===== config.mk =====
export PLATFORM = sky130hd
export DESIGN_NAME = serial_eeprom
export DESIGN_NICKNAME = d
export VERILOG_FILES = /design/src/eeprom_pkg.sv /design/src/serial_eeprom.sv
export SDC_FILE = /design/constraint.sdc
export NUM_CORES = 2
export LEC_CHECK = 0
export BUFFER_PORTS_ARGS = -buffer_cell sky130_fd_sc_hd__buf_2
export CELL_PAD_IN_SITES_DETAIL_PLACEMENT = 1
export CELL_PAD_IN_SITES_GLOBAL_PLACEMENT = 1
export CORE_ASPECT_RATIO = 0.6
export CORE_MARGIN = 2
export CORE_UTILIZATION = 35
export DETAILED_ROUTE_END_ITERATION = 6
export GPL_TIMING_DRIVEN = 0
export PLACE_DENSITY = 0.6
export SLEW_MARGIN = 20
export SYNTH_ARGS = -nofsm -noshare
export SYNTH_HDL_FRONTEND = slang
export SYNTH_HIERARCHICAL = 1
export SYNTH_SLANG_ARGS = --single-unit

===== constraint.sdc =====
create_clock -name CLK -period 6.1 [get_ports CLK]
set_input_delay 0.915 -clock CLK [delete_from_list [all_inputs] [get_ports CLK]]
set_output_delay 0.915 -clock CLK [all_outputs]
set_load 0.02 [all_outputs]

===== src/eeprom_pkg.sv =====
// Shared constants and types for the serial EEPROM command and read port.
package eeprom_pkg;

    // =========================================================================
    // Word and command layout
    // =========================================================================
    localparam int         WORD_W   = 16;    // Bits per stored word.
    localparam int         OP_W     = 2;     // Opcode bits after the start bit.
    localparam int         CNT_W    = 5;     // Width of the bit counter.
    localparam logic [1:0] OP_READ  = 2'h2;  // Read one or more words.
    localparam logic [1:0] OP_WRITE = 2'h1;  // Write one word.
    localparam logic [1:0] OP_ERASE = 2'h3;  // Set one word to all ones.

    // =========================================================================
    // Timing
    // =========================================================================
    localparam int  CLK_HZ           = 10_000_000; // System clock rate.
    localparam real PROG_TIME_TYP_MS = 4.0;        // Typical program time.
    localparam real PROG_TIME_MAX_MS = 8.0;        // Longest program time.
    localparam int  PROG_CYCLES_TYP  =
        int'(PROG_TIME_TYP_MS * 1.0e-3 * CLK_HZ);
    localparam int  PROG_CYCLES_MAX  =
        int'($floor(PROG_TIME_MAX_MS * 1.0e-3 * CLK_HZ));

    // =========================================================================
    // Buffering
    // =========================================================================
    localparam int FIFO_DEPTH = 16;      // Words prefetched for reads.

    // =========================================================================
    // Command sequencer states, Gray coded in the order listed
    // =========================================================================
    typedef enum logic [2:0] {
        ST_WAIT = 3'h0,   // Waiting for the start bit.
        ST_OP   = 3'h1,   // Shifting in the opcode.
        ST_ADDR = 3'h3,   // Shifting in the address.
        ST_DATA = 3'h2,   // Shifting in write data.
        ST_READ = 3'h6,   // Shifting out read data.
        ST_DONE = 3'h7    // Command complete, waiting for deselect.
    } state_e;

endpackage : eeprom_pkg


===== src/serial_eeprom.sv =====
// Serial EEPROM command front end, read path, prefetch FIFO and write timer.
`timescale 1ns/1ns

// =============================================================================
// Word FIFO with valid and ready on both sides
// =============================================================================
module word_fifo #(
    parameter int WIDTH = 16,
    parameter int DEPTH = 16
) (
    input  wire logic             clk,
    input  wire logic             rst,
    input  wire logic             flush,
    input  wire logic             in_valid,
    output logic                  in_ready,
    input  wire logic [WIDTH-1:0] in_data,
    output logic                  out_valid,
    input  wire logic             out_ready,
    output logic      [WIDTH-1:0] out_data
);
    localparam int PW = $clog2(DEPTH);

    logic [WIDTH-1:0] store [DEPTH];
    logic [PW-1:0]    rd_ptr;
    logic [PW-1:0]    wr_ptr;
    logic [PW:0]      count;
    logic [PW-1:0]    next_rd_ptr;
    logic [PW-1:0]    next_wr_ptr;
    logic [PW:0]      next_count;
    logic             push;
    logic             pop;

    // Honest full and empty come straight from the occupancy count.
    assign in_ready  = (count != DEPTH[PW:0]);
    assign out_valid = (count != '0);
    assign out_data  = store[rd_ptr];
    assign push      = in_valid && in_ready && !flush;
    assign pop       = out_valid && out_ready && !flush;

    // Pointer and count update; a flush empties the buffer at once.
    always_comb
    begin
        next_rd_ptr = pop  ? rd_ptr + 1'b1 : rd_ptr;
        next_wr_ptr = push ? wr_ptr + 1'b1 : wr_ptr;
        next_count  = count + {{PW{1'b0}}, push} - {{PW{1'b0}}, pop};
        if (flush)
        begin
            next_rd_ptr = '0;
            next_wr_ptr = '0;
            next_count  = '0;
        end
    end

    // Registers the pointers and stores the pushed word.
    always_ff @(posedge clk)
    begin
        if (rst)
        begin
            rd_ptr <= '0;
            wr_ptr <= '0;
            count  <= '0;
        end
        else
        begin
            rd_ptr <= next_rd_ptr;
            wr_ptr <= next_wr_ptr;
            count  <= next_count;
        end
        if (push)
            store[wr_ptr] <= in_data;
    end

endmodule : word_fifo

// =============================================================================
// Top level
// =============================================================================
module serial_eeprom #(
    parameter int ADDR_W      = 6,
    parameter int PROG_CYCLES = eeprom_pkg::PROG_CYCLES_TYP
) (
    input  wire logic CLK,
    input  wire logic SYS_RST,
    input  wire logic CS,
    input  wire logic SERIAL_CLOCK,
    input  wire logic SERIAL_DATA_IN,
    output logic      DATA_OUT,
    output logic      DATA_OUT_OE
);
    localparam int W  = eeprom_pkg::WORD_W;
    localparam int BW = $clog2(PROG_CYCLES + 1);
    localparam logic [eeprom_pkg::CNT_W-1:0] OP_LAST   =
        eeprom_pkg::CNT_W'(eeprom_pkg::OP_W - 1);
    localparam logic [eeprom_pkg::CNT_W-1:0] ADDR_LAST =
        eeprom_pkg::CNT_W'(ADDR_W - 1);
    localparam logic [eeprom_pkg::CNT_W-1:0] DATA_LAST =
        eeprom_pkg::CNT_W'(W - 1);
    localparam logic [3:0] BITS_LAST = 4'(W - 1);
    localparam logic [BW-1:0] PROG_LOAD = BW'(PROG_CYCLES);

    logic [W-1:0] mem [2**ADDR_W];

    eeprom_pkg::state_e              state, next_state;
    logic [eeprom_pkg::CNT_W-1:0]    cnt, next_cnt;
    logic [eeprom_pkg::OP_W-1:0]     op, next_op;
    logic [ADDR_W-1:0]               addr, next_addr;
    logic [ADDR_W-1:0]               fetch_addr, next_fetch_addr;
    logic [W-1:0]                    wdata, next_wdata;
    logic [W-1:0]                    shreg, next_shreg;
    logic [3:0]                      bits_left, next_bits_left;
    logic [BW-1:0]                   busy_cnt, next_busy_cnt;
    logic                            sk_prev, cs_prev;
    logic                            fetch_en, next_fetch_en;
    logic                            pend, next_pend;
    logic                            verify, next_verify;
    logic                            next_do, next_oe;
    logic                            mem_we;
    logic                            fifo_flush, fifo_pop;
    logic                            fifo_in_ready, fifo_out_valid;
    logic [W-1:0]                    fifo_out;
    logic                            sk_rise, cs_fall, busy;

    assign sk_rise = SERIAL_CLOCK && !sk_prev;
    assign cs_fall = cs_prev && !CS;
    assign busy    = (busy_cnt != '0);

    // Prefetch of sequential read words; stalls while the FIFO is full.
    word_fifo #(
        .WIDTH (W),
        .DEPTH (eeprom_pkg::FIFO_DEPTH)
    ) u_prefetch (
        .clk       (CLK),
        .rst       (SYS_RST),
        .flush     (fifo_flush),
        .in_valid  (fetch_en),
        .in_ready  (fifo_in_ready),
        .in_data   (mem[fetch_addr]),
        .out_valid (fifo_out_valid),
        .out_ready (fifo_pop),
        .out_data  (fifo_out)
    );

    // Command sequencer, output shifter and write timer next values.
    always_comb
    begin
        next_state      = state;
        next_cnt        = cnt;
        next_op         = op;
        next_addr       = addr;
        next_wdata      = wdata;
        next_shreg      = shreg;
        next_bits_left  = bits_left;
        next_pend       = pend;
        next_verify     = verify;
        next_do         = DATA_OUT;
        next_oe         = DATA_OUT_OE;
        next_fetch_en   = fetch_en;
        next_fetch_addr = fetch_addr;
        next_busy_cnt   = busy ? busy_cnt - 1'b1 : busy_cnt;
        mem_we          = 1'b0;
        fifo_flush      = 1'b0;
        fifo_pop        = 1'b0;
        if (fetch_en && fifo_in_ready)
            next_fetch_addr = fetch_addr + 1'b1;
        if (!CS)
        begin
            // Standby: the input phase ends and the output floats.
            next_state    = eeprom_pkg::ST_WAIT;
            next_oe       = 1'b0;
            next_do       = 1'b0;
            next_fetch_en = 1'b0;
            fifo_flush    = 1'b1;
            next_pend     = 1'b0;
            if (cs_fall && pend && !busy)
            begin
                mem_we        = 1'b1;
                next_busy_cnt = PROG_LOAD;
                next_verify   = 1'b1;
            end
        end
        else if (verify && state == eeprom_pkg::ST_WAIT)
        begin
            // Status check: low while programming, high when ready.
            next_oe = 1'b1;
            next_do = !busy;
            if (!busy && DATA_OUT && sk_rise && SERIAL_DATA_IN)
            begin
                next_verify = 1'b0;
                next_oe     = 1'b0;
                next_state  = eeprom_pkg::ST_OP;
                next_cnt    = '0;
            end
        end
        else if (sk_rise && !busy)
        begin
            case (state)
                eeprom_pkg::ST_WAIT:
                begin
                    if (SERIAL_DATA_IN)
                    begin
                        next_state = eeprom_pkg::ST_OP;
                        next_cnt   = '0;
                    end
                end
                eeprom_pkg::ST_OP:
                begin
                    next_op  = {op[eeprom_pkg::OP_W-2:0], SERIAL_DATA_IN};
                    next_cnt = cnt + 1'b1;
                    if (cnt == OP_LAST)
                    begin
                        next_state = eeprom_pkg::ST_ADDR;
                        next_cnt   = '0;
                    end
                end
                eeprom_pkg::ST_ADDR:
                begin
                    next_addr = {addr[ADDR_W-2:0], SERIAL_DATA_IN};
                    next_cnt  = cnt + 1'b1;
                    if (cnt == ADDR_LAST)
                    begin
                        next_cnt   = '0;
                        next_state = eeprom_pkg::ST_DONE;
                        if (op == eeprom_pkg::OP_READ)
                        begin
                            next_state      = eeprom_pkg::ST_READ;
                            next_oe         = 1'b1;
                            next_do         = 1'b0;
                            next_bits_left  = '0;
                            next_fetch_addr = next_addr;
                            next_fetch_en   = 1'b1;
                        end
                        else if (op == eeprom_pkg::OP_WRITE)
                            next_state = eeprom_pkg::ST_DATA;
                        else if (op == eeprom_pkg::OP_ERASE)
                            next_pend = 1'b1;
                    end
                end
                eeprom_pkg::ST_DATA:
                begin
                    next_wdata = {wdata[W-2:0], SERIAL_DATA_IN};
                    next_cnt   = cnt + 1'b1;
                    if (cnt == DATA_LAST)
                    begin
                        next_pend  = 1'b1;
                        next_state = eeprom_pkg::ST_DONE;
                    end
                end
                eeprom_pkg::ST_READ:
                begin
                    if (bits_left == '0)
                    begin
                        // Next word from the prefetch buffer.
                        fifo_pop       = 1'b1;
                        next_do        = fifo_out_valid && fifo_out[W-1];
                        next_shreg     = {fifo_out[W-2:0], 1'b0};
                        next_bits_left = BITS_LAST;
                    end
                    else
                    begin
                        next_do        = shreg[W-1];
                        next_shreg     = {shreg[W-2:0], 1'b0};
                        next_bits_left = bits_left - 1'b1;
                    end
                end
                default:
                begin
                    next_state = state;
                end
            endcase
        end
    end

    // Registers the sequencer state and the pin drivers.
    always_ff @(posedge CLK)
    begin
        if (SYS_RST)
        begin
            state       <= eeprom_pkg::ST_WAIT;
            cnt         <= '0;
            op          <= '0;
            addr        <= '0;
            wdata       <= '0;
            shreg       <= '0;
            bits_left   <= '0;
            busy_cnt    <= '0;
            sk_prev     <= 1'b0;
            cs_prev     <= 1'b0;
            fetch_en    <= 1'b0;
            fetch_addr  <= '0;
            pend        <= 1'b0;
            verify      <= 1'b0;
            DATA_OUT    <= 1'b0;
            DATA_OUT_OE <= 1'b0;
        end
        else
        begin
            state       <= next_state;
            cnt         <= next_cnt;
            op          <= next_op;
            addr        <= next_addr;
            wdata       <= next_wdata;
            shreg       <= next_shreg;
            bits_left   <= next_bits_left;
            busy_cnt    <= next_busy_cnt;
            sk_prev     <= SERIAL_CLOCK;
            cs_prev     <= CS;
            fetch_en    <= next_fetch_en;
            fetch_addr  <= next_fetch_addr;
            pend        <= next_pend;
            verify      <= next_verify;
            DATA_OUT    <= next_do;
            DATA_OUT_OE <= next_oe;
        end
    end

    // Array update at the start of a write or erase.
    always_ff @(posedge CLK)
    begin
        if (mem_we)
            mem[addr] <= (op == eeprom_pkg::OP_ERASE) ? '1 : wdata;
    end

endmodule : serial_eeprom


==> impl_metrics.xml <==
<?xml version="1.0" encoding="UTF-8"?>
<metrics>
  <group name="status">
    <metric name="outcome" unit="">completed</metric>
  </group>
  <group name="finish">
    <metric name="layout.filler_cells" unit="">14700</metric>
    <metric name="most_used_cells_in_the_layout_excluding_fill_and_tap_cells" unit="">edfxtp_1 (1280), mux2i_1 (275), mux4_2 (195)</metric>
    <metric name="drive_above_1_share" unit="%">20.0</metric>
    <metric name="most_common_library_cell_in_the_layout_ignoring_fill_and_taps" unit="">edfxtp_1</metric>
    <metric name="nets" unit="">3134</metric>
    <metric name="flow.area_growth_from_synthesis" unit="%">15.1</metric>
  </group>
  <group name="sta">
    <metric name="fin_worst_skew" unit="ps">45.9</metric>
    <metric name="fmax" unit="MHz">179</metric>
    <metric name="layout_setup_ws" unit="ps">518</metric>
    <metric name="setup_viol" unit="">0</metric>
    <metric name="final.min_clock_period" unit="ps">5580</metric>
    <metric name="timing.final.max_slew_violations" unit="">0</metric>
    <metric name="slew_at_the_pin_with_the_worst_max_slew_slack" unit="ps">1400</metric>
    <metric name="finalHoldViolCount" unit="">0</metric>
    <metric name="period_utilization_post_route" unit="%">91.5</metric>
    <metric name="grt_setup_unrepaired" unit="">false</metric>
    <metric name="timing.max_slew.rel_slack" unit="%">5.43</metric>
    <metric name="timing.hold.ws" unit="ps">457</metric>
  </group>
  <group name="clocking">
    <metric name="cts_buffers" unit="">130</metric>
    <metric name="postCtsResizedCells" unit="">0</metric>
    <metric name="clk-insertion-delay-late" unit="ps">780</metric>
    <metric name="post_cts.repair.setup_buffers" unit="">0</metric>
    <metric name="cts.clk_slew.worst_paths" unit="ps">70</metric>
    <metric name="cts_tree" unit="">done</metric>
    <metric name="hold_fix_buffers_cts" unit="">0</metric>
    <metric name="clock_path_buffers" unit="">3</metric>
    <metric name="htreeDepth" unit="">4</metric>
    <metric name="clockRootBuffer" unit="">clkbuf_16</metric>
    <metric name="clock_sinks" unit="">1377</metric>
  </group>
  <group name="synthesis">
    <metric name="synthesis.nets" unit="">2916</metric>
    <metric name="synthesis.area" unit="sq um">53900</metric>
    <metric name="synth-edff-count" unit="">1280</metric>
    <metric name="synthesis.area_per_instance" unit="sq um">18.6</metric>
    <metric name="yosys_register_bits" unit="">1377</metric>
    <metric name="synth-seq-area-share" unit="%">75.0</metric>
    <metric name="cell_count_after_synthesis" unit="">2889</metric>
    <metric name="postSynth.topFlopCell" unit="">edfxtp_1</metric>
    <metric name="synth_cell_types" unit="">67</metric>
    <metric name="async_flop_share" unit="%">0</metric>
    <metric name="yosys_warnings" unit="">6</metric>
  </group>
  <group name="placed_design">
    <metric name="place_congestion" unit="">0.884</metric>
    <metric name="detailed_place_hpwl" unit="um">116000</metric>
    <metric name="number_of_port_buffers" unit="">6</metric>
    <metric name="dp_worst_setup_slack" unit="ps">865</metric>
  </group>
  <group name="die">
    <metric name="overall_die_width" unit="um">510</metric>
    <metric name="floorplan.io_pins" unit="">7</metric>
    <metric name="core_region_area" unit="sq um">153000</metric>
    <metric name="floorplan.die_area" unit="sq um">157000</metric>
    <metric name="die_h" unit="um">308</metric>
    <metric name="initial_utilization" unit="%">35.3</metric>
    <metric name="floorplan.rows" unit="">111</metric>
  </group>
  <group name="routing">
    <metric name="vias_per_cell" unit="">5.79</metric>
    <metric name="dr.pass1.iters" unit="">5</metric>
    <metric name="first_iter_violations" unit="">4311</metric>
    <metric name="route.detailed.drc" unit="">0</metric>
    <metric name="finalWirelength" unit="um">170000</metric>
    <metric name="detailroute.via_count" unit="">30400</metric>
    <metric name="routed_wire_length_per_instance" unit="um">32.4</metric>
    <metric name="drtAntennaViolNets" unit="">0</metric>
  </group>
  <group name="global_route">
    <metric name="grt_start_max_net_pins" unit="">65</metric>
    <metric name="grt_use_total" unit="%">21.6</metric>
    <metric name="global_route_wire_length_before_repair" unit="um">237000</metric>
    <metric name="grt_pass1_vias" unit="">29400</metric>
    <metric name="global_route.overflow_total" unit="">0</metric>
    <metric name="initial_antenna_violation_count" unit="">13</metric>
  </group>
  <group name="hold_path">
    <metric name="min-delay-path-class" unit="">register to register</metric>
  </group>
  <group name="setup_path">
    <metric name="reg2reg_slack" unit="ps">520</metric>
    <metric name="worst_path_max_delay_cell" unit="">a211oi_1</metric>
    <metric name="biggest_cell_delay_along_the_critical_path" unit="ps">960</metric>
    <metric name="end_kind" unit="">register</metric>
    <metric name="setup.worst_path.start_class" unit="">register</metric>
    <metric name="cp_cell_sequence" unit="">clkbuf_1 &gt; buf_1 &gt; clkbuf_2 &gt; clkbuf_1 &gt; o22ai_1 &gt; a211oi_1 &gt; a211oi_1 &gt; o32ai_4</metric>
    <metric name="path_class" unit="">register to register</metric>
    <metric name="cp.arrival" unit="ps">6030</metric>
    <metric name="required" unit="ps">6550</metric>
    <metric name="maximum_fanout_encountered_on_the_critical_timing_path" unit="">16</metric>
  </group>
  <group name="run">
    <metric name="max_cap_viol_count" unit="">0</metric>
  </group>
  <group name="power">
    <metric name="power.density_cell_area" unit="nW/um^2">305</metric>
    <metric name="irDropWorstVdd" unit="mV">0.261</metric>
    <metric name="static-leakage-power" unit="nW">21.2</metric>
  </group>
</metrics>
[power by group]
group	internal (mW)	leakage (nW)	switching [mW]
combinational	0.199	4.25	0.385
clock	4.38	1.97	3.65
sequential	10.2	15.0	0.0659
total	14.8	21.2	4.11
[Yosys cell counts (all sizes together) (14+ instances only)]
cell | n | share of area, %
o221ai | 28 | 0.46
nor3 | 20 | 0.19
o21ai | 71 | 0.66
buf | 73 | 0.69
xnor2 | 14 | 0.23
clkbuf | 104 | 0.72
mux4 | 205 | 8.6
or2 | 20 | 0.23
a22oi | 43 | 0.60
edfxtp | 1280 | 71
nor2 | 144 | 1.0
o22ai | 38 | 0.44
ha | 21 | 0.49
mux2i | 275 | 5.1
nor2b | 15 | 0.17
inv | 28 | 0.20
dfxtp | 97 | 3.6
a21oi | 68 | 0.63
nand3 | 18 | 0.17
a211oi | 59 | 0.82
a221oi | 61 | 0.99
nand2 | 62 | 0.43
[cell type report]
class	instances	area (sq um)	area share [%]
flip-flops and latches	1377	40400	65.1
multi-input cells	1306	13100	21.1
clock buffers	168	3510	5.66
well taps	2034	2540	4.10
repair buffers	86	1080	1.74
plain buffers	177	772	1.24
clock inverters	63	544	0.877
inverters	29	109	0.175
diodes	5	12.5	0.0202
[flip-flops by register name, indices dropped and copies added, names as in the netlist, 5 cells and up, named ones only]
signal / cells
cnt: 5
busy_cnt: 16
addr: 6
shreg: 15
u_prefetch/store: 256
mem: 1024
wdata: 16
u_prefetch/count: 5
fetch_addr: 6
[critical path: cells and delay by family (launching register included)]
kind                   cells  cell delay [ps]
AO/OA/AOI/OAI              4             2240
buffers and inverters      4             2610
flip-flops                 1              370
[through the flow]
stage | total power, mW | utilization [%] | instances | area, sq um | TNS (ps)
2_1_floorplan | 10.9 | - | 2889 | 53900 | 0
3_3_place_gp | 11.0 | 36.9 | 4929 | 56400 | -34720
3_5_place_dp | 11.1 | 37.9 | 5009 | 57900 | 0
4_1_cts | 19.0 | 40.6 | 5240 | 62000 | 0
5_1_grt | 19.4 | 40.6 | 5240 | 62000 | 0
6_report | 18.9 | 40.6 | 5245 | 62000 | 0
[path summary, 6_finish.rpt]
path	depth (start not counted)	start	end
max reg2reg	8	fetch_addr[1]$_SDFF_PP0_	u_prefetch/store[10][13]$_DFFE_PP_
min	2	shreg[1]$_SDFFE_PP0P_	shreg[1]$_SDFFE_PP0P_
min reg2reg	2	shreg[1]$_SDFFE_PP0P_	shreg[1]$_SDFFE_PP0P_
max	8	fetch_addr[1]$_SDFF_PP0_	u_prefetch/store[10][13]$_DFFE_PP_
[routing by layer]
metal | vias to the layer above | part of all wire [%] | global-route usage (%)
met5 | - | 0.056 | 0.463
met4 | 2 | 1.7 | 5.00
met3 | 187 | 12 | 6.93
met2 | 1553 | 37 | 25.8
met1 | 16400 | 49 | 36.3
li1 | 12200 | - | -
[kinds of logic after synthesis]
family                     after synthesis  synth area share [%]
and+or+nand+nor                        355                  3.26
adders and majority gates               22                 0.525
xor gates and xnor gates                21                 0.341
muxes                                  487                  13.9
buffers and inverters                  206                  1.62
DFF                                   1377                  75.0
AOI/OAI and AO/OA                      421                  5.40
Note: power is estimated with default switching activity, not from simulation.
